[src/pkg/uart_rx_pkg.sv]
// Shared constants and types of the serial receive block
package uart_rx_pkg;

    // Oversampling per bit and first voting sample
    localparam logic [4:0] SAMPLES_NORMAL = 5'h10;
    localparam logic [4:0] SAMPLES_DOUBLE = 5'h08;
    localparam logic [4:0] VOTE_FIRST_NORMAL = 5'h08;
    localparam logic [4:0] VOTE_FIRST_DOUBLE = 5'h04;
    localparam logic [4:0] VOTE_SPAN = 5'h02;
    localparam logic [4:0] SAMPLE_FIRST = 5'h01;

    // Character size codes
    localparam logic [2:0] CHAR_SIZE_NINE = 3'h7;
    localparam logic [3:0] DATA_BITS_NINE = 4'h9;
    localparam logic [3:0] DATA_BITS_MIN = 4'h5;
    localparam int NINTH_POS = 8;

    localparam int FIFO_DEPTH = 2;

    typedef struct packed {
        logic [7:0] data;
        logic ninth;
        logic frameErr;
        logic overrun;
        logic parityErr;
    } rx_entry_t;

    localparam rx_entry_t ENTRY_RESET = '0;

    typedef struct packed {
        logic receiverEnable;
        logic [2:0] charSizeSelect;
        logic parityEnable;
        logic parityOdd;
        logic doubleSpeed;
        logic rxDoneIrqEn;
    } rx_config_t;

    typedef enum logic [3:0] {
        ST_IDLE = 4'h1,
        ST_START = 4'h2,
        ST_BITS = 4'h4,
        ST_STOP = 4'h8
    } rx_state_t;

endpackage : uart_rx_pkg

[src/rtl/uart_rx_buffer_status.sv]
// Serial receiver: clock recovery, bit voting, two-entry receive buffer
module uart_rx_buffer_status #(
    parameter int DEPTH = uart_rx_pkg::FIFO_DEPTH
) (
    input wire logic sys_clk,
    input wire logic rst_n,
    input wire logic rxLine,
    input wire logic sampleTick,
    input wire uart_rx_pkg::rx_config_t cfg,
    input wire logic globalIrqEn,
    input wire logic dataRead,
    output uart_rx_pkg::rx_entry_t rxHead,
    output logic rxDoneFlag,
    output logic rxIrq,
    output logic pinOverride
);
    import uart_rx_pkg::*;

    localparam int PW = (DEPTH > 1) ? $clog2(DEPTH) : 1;
    localparam logic [PW:0] FULL_COUNT = (PW + 1)'(DEPTH);

    if (DEPTH != 2 ** PW || DEPTH < 2) begin : g_bad_depth
        $error("DEPTH must be a power of two, at least two");
    end

    function automatic logic majority(input logic [2:0] s);
        majority = (s[0] & s[1]) | (s[0] & s[2]) | (s[1] & s[2]);
    endfunction : majority

    function automatic logic [3:0] dataBits(input logic [2:0] code);
        dataBits = (code == CHAR_SIZE_NINE) ? DATA_BITS_NINE
            : DATA_BITS_MIN + {2'b00, code[1:0]};
    endfunction : dataBits

    ////////////////////////////////////////////////////////////////////
    // Receive state

    rx_state_t state, next_state;
    logic [4:0] sampleCnt, next_sampleCnt;
    logic [1:0] votes, next_votes;
    logic [3:0] bitIdx, next_bitIdx;
    logic [8:0] shiftReg, next_shiftReg;
    logic parityBit, next_parityBit;
    logic prevLine, next_prevLine;
    rx_entry_t holdEntry, next_holdEntry;
    logic holdValid, next_holdValid;
    logic ovrSticky, next_ovrSticky;
    rx_entry_t fifo [DEPTH];
    logic [PW-1:0] rdPtr, next_rdPtr;
    logic [PW:0] count, next_count;

    wire enabled = cfg.receiverEnable;
    wire [4:0] samplesPerBit = cfg.doubleSpeed ? SAMPLES_DOUBLE
        : SAMPLES_NORMAL;
    wire [4:0] voteFirst = cfg.doubleSpeed ? VOTE_FIRST_DOUBLE
        : VOTE_FIRST_NORMAL;
    wire [4:0] voteLast = voteFirst + VOTE_SPAN;
    wire [3:0] nData = dataBits(cfg.charSizeSelect);
    wire [3:0] nBits = nData + {3'b000, cfg.parityEnable};
    wire inVote = sampleCnt >= voteFirst && sampleCnt < voteLast;
    wire voteNow = sampleTick && sampleCnt == voteLast;
    wire bitValue = majority({votes, rxLine});
    wire wrapNow = sampleTick && sampleCnt == samplesPerBit;
    wire startEdge = state == ST_IDLE && sampleTick && prevLine
        && !rxLine;
    wire frameDone = enabled && state == ST_STOP && voteNow;
    wire isNine = cfg.charSizeSelect == CHAR_SIZE_NINE;

    ////////////////////////////////////////////////////////////////////
    // Buffer control

    wire popEn = dataRead && count != '0;
    wire fullNow = count == FULL_COUNT;
    // Shifter still waiting on a full buffer when a start comes: lost
    wire ovrEvent = enabled && startEdge && fullNow && holdValid
        && !popEn;
    wire space = !fullNow || popEn;
    wire pushEn = enabled && space && (holdValid || frameDone);
    wire [PW:0] afterPop = count - {{PW{1'b0}}, popEn};
    wire [PW-1:0] wrPtr = rdPtr + afterPop[PW-1:0] + PW'(popEn);

    rx_entry_t frameEntry, pushEntry, next_head;
    assign frameEntry.data = shiftReg[7:0];
    assign frameEntry.ninth = isNine & shiftReg[NINTH_POS];
    assign frameEntry.frameErr = !bitValue;
    assign frameEntry.overrun = ovrSticky;
    // Even parity when odd select is zero
    assign frameEntry.parityErr = cfg.parityEnable
        & (^shiftReg ^ parityBit ^ cfg.parityOdd);
    assign pushEntry = holdValid ? holdEntry : frameEntry;

    always_comb begin
        next_rdPtr = rdPtr + PW'(popEn);
        next_count = afterPop + {{PW{1'b0}}, pushEn};
        if (!enabled) begin
            next_rdPtr = '0;
            next_count = '0;
        end
        if (next_count == '0) begin
            next_head = ENTRY_RESET;
        end else if (afterPop == '0) begin
            next_head = pushEntry;
        end else begin
            next_head = fifo[next_rdPtr];
        end
    end

    always_comb begin
        next_holdEntry = holdEntry;
        next_holdValid = holdValid;
        next_ovrSticky = ovrSticky;
        if (holdValid && pushEn) begin
            next_holdValid = 1'b0;
        end
        if (ovrEvent) begin
            next_holdValid = 1'b0;
            next_ovrSticky = 1'b1;
        end
        if (frameDone) begin
            next_ovrSticky = 1'b0;
            if (holdValid || !space) begin
                next_holdValid = 1'b1;
                next_holdEntry = frameEntry;
            end
        end
        if (!enabled) begin
            next_holdValid = 1'b0;
            next_ovrSticky = 1'b0;
        end
    end

    ////////////////////////////////////////////////////////////////////
    // Clock and data recovery

    always_comb begin
        next_state = state;
        next_sampleCnt = sampleCnt;
        next_votes = votes;
        next_bitIdx = bitIdx;
        next_shiftReg = shiftReg;
        next_parityBit = parityBit;
        next_prevLine = sampleTick ? rxLine : prevLine;
        if (sampleTick && state != ST_IDLE) begin
            next_sampleCnt = sampleCnt + SAMPLE_FIRST;
            if (inVote) begin
                next_votes = {votes[0], rxLine};
            end
        end
        unique case (state)
            ST_IDLE: begin
                // Each frame restarts the bit timing on its own edge
                if (startEdge) begin
                    next_state = ST_START;
                    next_sampleCnt = SAMPLE_FIRST;
                    next_shiftReg = '0;
                    next_parityBit = 1'b0;
                end
            end
            ST_START: begin
                if (voteNow && bitValue) begin
                    next_state = ST_IDLE;
                end else if (wrapNow) begin
                    next_state = ST_BITS;
                    next_sampleCnt = SAMPLE_FIRST;
                    next_bitIdx = '0;
                end
            end
            ST_BITS: begin
                if (voteNow && bitIdx < nData) begin
                    next_shiftReg[bitIdx] = bitValue;
                end else if (voteNow) begin
                    next_parityBit = bitValue;
                end
                if (wrapNow) begin
                    next_sampleCnt = SAMPLE_FIRST;
                    next_bitIdx = bitIdx + 4'h1;
                    if (bitIdx + 4'h1 == nBits) begin
                        next_state = ST_STOP;
                    end
                end
            end
            ST_STOP: begin
                // Leave at the vote so an early start is caught
                if (voteNow) begin
                    next_state = ST_IDLE;
                end
            end
            default: next_state = ST_IDLE;
        endcase
        if (!enabled) begin
            next_state = ST_IDLE;
            next_prevLine = 1'b1;
        end
    end

    ////////////////////////////////////////////////////////////////////
    // Registers

    always_ff @(posedge sys_clk or negedge rst_n) begin
        if (!rst_n) begin
            state <= ST_IDLE;
            sampleCnt <= SAMPLE_FIRST;
            votes <= '0;
            bitIdx <= '0;
            shiftReg <= '0;
            parityBit <= 1'b0;
            prevLine <= 1'b1;
        end else begin
            state <= next_state;
            sampleCnt <= next_sampleCnt;
            votes <= next_votes;
            bitIdx <= next_bitIdx;
            shiftReg <= next_shiftReg;
            parityBit <= next_parityBit;
            prevLine <= next_prevLine;
        end
    end

    always_ff @(posedge sys_clk or negedge rst_n) begin
        if (!rst_n) begin
            holdEntry <= ENTRY_RESET;
            holdValid <= 1'b0;
            ovrSticky <= 1'b0;
            rdPtr <= '0;
            count <= '0;
        end else begin
            holdEntry <= next_holdEntry;
            holdValid <= next_holdValid;
            ovrSticky <= next_ovrSticky;
            rdPtr <= next_rdPtr;
            count <= next_count;
        end
    end

    // Storage needs no reset: count guards every read
    always_ff @(posedge sys_clk) begin
        if (pushEn) begin
            fifo[wrPtr] <= pushEntry;
        end
    end

    // Error flags never reach the interrupt; software has no write path
    always_ff @(posedge sys_clk or negedge rst_n) begin
        if (!rst_n) begin
            rxHead <= ENTRY_RESET;
            rxDoneFlag <= 1'b0;
            rxIrq <= 1'b0;
            pinOverride <= 1'b0;
        end else begin
            rxHead <= next_head;
            rxDoneFlag <= next_count != '0;
            rxIrq <= next_count != '0 && cfg.rxDoneIrqEn
                && globalIrqEn;
            pinOverride <= enabled;
        end
    end
endmodule : uart_rx_buffer_status

[config.mk]
export PLATFORM = sky130hd
export DESIGN_NAME = uart_rx_buffer_status
export DESIGN_NICKNAME = d
export VERILOG_FILES = /design/src/pkg/uart_rx_pkg.sv /design/src/rtl/uart_rx_buffer_status.sv
export SDC_FILE = /design/constraint.sdc
export NUM_CORES = 1
export LEC_CHECK = 0
export BUFFER_PORTS_ARGS = -buffer_cell sky130_fd_sc_hd__buf_2
export CAP_MARGIN = 40
export CORE_MARGIN = 2
export CORE_UTILIZATION = 38
export CTS_BUF_LIST = sky130_fd_sc_hd__clkbuf_8
export DETAILED_ROUTE_END_ITERATION = 10
export GPL_ROUTABILITY_DRIVEN = 0
export MAX_ROUTING_LAYER = met4
export PLACE_DENSITY = 0.59
export REMOVE_ABC_BUFFERS = 1
export SLEW_MARGIN = 25
export SYNTH_ARGS = -nofsm -noshare
export SYNTH_HDL_FRONTEND = slang
export SYNTH_SLANG_ARGS = --single-unit
[constraint.sdc]
create_clock -name sys_clk -period 2.7 [get_ports sys_clk]
set_clock_uncertainty 0.05 [all_clocks]
set_input_delay 0.135 -clock sys_clk [delete_from_list [all_inputs] [get_ports sys_clk]]
set_output_delay 0.135 -clock sys_clk [all_outputs]
set_load 0.02 [all_outputs]
==> results.yml <==
floorplan:
  coreArea_um2: 10800
  ios: 29
  die_h_um: 109
  floorplan.initialDensity_pct: 38.9
  dieWidth_um: 109
  fp-row-count: 38
  dieArea_um2: 11900
worst_setup_path:
  crit_start: "sampleCnt[3]"
  rr_endpoint: "rxHead[11]"
  crit_fanout: 12
  r2r_cells: 11
  cp-start-kind: "flop"
  worst_setup_path_end_kind: "flop"
  crit_end: "rxHead[11]"
  reg2reg_from: "sampleCnt[3]"
  ff2ff_setup_slack_ps: 320
  crit_arrival_ps: 2550
  worstSetupPathType: "flop to flop"
  required_ps: 2870
yosys:
  ys_seq_elements: 82
  netlist_area_um2: 4200
  syn_avg_cell_area_um2: 11.4
  synth_top_area_share_pct: 32.8
  synthTopCellsByArea: "dfrtp_1, edfxtp_1, mux2i_1, mux2_2, ha_1"
  synthFlopType: "dfrtp_1"
  yosysSeqAreaShare_pct: 51.8
  synth_top_area_cell: "dfrtp_1"
  synth_edf_count: 24
  yosys_warnings: 0
  async_flop_share_pct: 70.7
  ys_types: 57
  yosysMostFrequentCell: "dfrtp_1"
  synth_commonest_cells: "dfrtp_1, nand2_1, nor2_1"
  synth_cells: 369
power:
  p_sw_uw: 931
  p_leak_uw: 0.00213
  ir_worst_vdd_uv: 333
  sw_frac_of_total_pct: 31.5
  power_density_nw_per_um2: 615
  seq_power_share_pct: 47.7
  combPwrFrac_pct: 21.5
  clkPwrFrac_pct: 30.8
  intPower_uw: 2030
detailed_routing:
  antenna_left: 0
  viasPerCell: 4.98
  drtIter0Drc: 80
  wirelength_um: 7950
  vias: 2781
  firstDrtPassIters: 4
  drc_errors: 0
  wl_per_cell_um: 14.3
final_layout:
  diodes: 0
  nets: 445
  final_util_pct: 44.6
  finalNonFillerCells: 558
  drive_gt1_share_pct: 22.0
  synthToLayoutAreaGrowth_pct: 14.5
  fillers: 1022
worst_hold_path:
  hp-class: "primary input to flop"
  hp-start: "rxLine"
clock_network:
  clk_pin_slew_ps: 90
  worstSkewPairLatency_ps: 350
  cts.sinks: 82
  cts.root.buffer_cell: "clkbuf_8"
  clk_path_buf_depth: 2
  cts_made_buffers: 9
  cts_tree: "yes"
  htreeDepth: 3
grt:
  grt_max_degree: 59
  grt_pass1_wl_um: 13500
  grt_pass1_vias: 2714
  track_usage_pct: 15.1
  overflow: 0
  antenna_found_initial: 0
sta:
  max_freq_mhz: 421
  whs_ps: 45.5
  slew_headroom_pct: 53.2
  rsz0062_at_grt: "false"
  worst_slack_ps: 322
  setup-tns-final_ps: 0
  setup_viol: 0
  hold_violations: 0
  min_period_over_period_pct: 88.1
  final_max_slew_viol_count: 0
  period_needed_ps: 2380
  worst_slew_pin_slew_ps: 702
place:
  io_buffers: 28
  dp_hpwl_um: 5660
  place_ws_ps: 182
  dp.cells: 538
run:
  maxCapViolCount: 0
run_status:
  outcome: "completed"
## layout by cell type (no fill, tap or decap), drive strengths merged, types with 9 or more instances in the layout
master   n
nand2   41
inv     23
nor2    33
dfrtp   55
clkbuf   9
a211oi  13
buf     40
o21ai   15
ha      17
xnor2   12
nor2b    9
mux2    20
mux2i   23
edfxtp  24
## per-stage QoR
step	total power, µW	area, µm²
final	2960	4810
after global routing	3130	4810
after floorplan	1840	4150
after CTS	2990	4810
after global placement	2060	4560
after detailed placement	2080	4560
## metal layers
layer	vias up	GRT usage [%]	wire length, µm
met1	1343	20.1	3970
li1	1389	-	-
met4	0	5.49	99
met3	9	2.87	202
met5	-	-	0
met2	40	23.2	3680
## how the worst min path moves through the flow
stage / to / slack (ps) / cells after the start
6_report: prevLine / 50 / 3
5_1_grt: votes[0] / 40 / 2
4_1_cts: prevLine / 20 / 3
3_5_place_dp: bitIdx[0] / 120 / 2
3_3_place_gp: shiftReg[8] / 110 / 2
2_1_floorplan: bitIdx[0] / -210 / 0
## worst max-delay path, cell delays in order (launching register included)
cell and delay (ps):
dfrtp_1 420, ha_1 310, and4bb_1 220, nand3_2 140
nor2_4 170, o21ai_2 80, inv_1 60, ha_1 210
and2_1 170, nor2_1 140, buf_4 220, a211oi_1 60
## sequential cells by signal (all words and copies together), names as in the netlist
register     flops
rxIrq            1
holdValid        1
parityBit        1
prevLine         1
ovrSticky        1
sampleCnt        5
rdPtr            1
fifo            24
state            4
holdEntry       12
shiftReg         9
rxDoneFlag       1
votes            2
count            2
pinOverride      1
rxHead          12
bitIdx           4
## cell type report
class / count / area, µm² / share of cell area (%)
flip-flops and latches: 82 / 2180 / 45.2
multi-input cells: 254 / 1890 / 39.3
repair buffers: 44 / 283 / 5.88
well taps: 140 / 175 / 3.64
clock buffers: 9 / 124 / 2.58
inverters: 22 / 82.6 / 1.72
clock inverters: 7 / 77.6 / 1.61
## power by group through the flow
stage	registers (µW)	logic (µW)	clock network, µW
after global routing	1420	710	1000
after global placement	1430	630	0
final	1410	637	911
after CTS	1410	646	938
after detailed placement	1440	641	0
after floorplan	1450	393	0
## kinds of logic (layout without fill, tap and decap cells)
| kind of cell | Yosys count | after routing | share of synthesized area (%) |
|---|---|---|---|
| buf+inv | 33 | 82 | 3.22 |
| xor+xnor | 20 | 20 | 4.68 |
| compound gates | 57 | 57 | 9.60 |
| flops | 82 | 82 | 51.8 |
| mux | 43 | 43 | 10.8 |
| simple gates | 116 | 116 | 14.3 |
| fa+ha+maj | 18 | 18 | 5.54 |
## what timing repair did
action                                 4_1_cts  5_1_grt
gates resized for setup                      0        2
endpoints found under the hold margin       58        0
setup buffers                                0        0
hold buffers                                 4        0
setup endpoints to repair                    0       12
No activity file was read; power rests on OpenSTA's default activity.
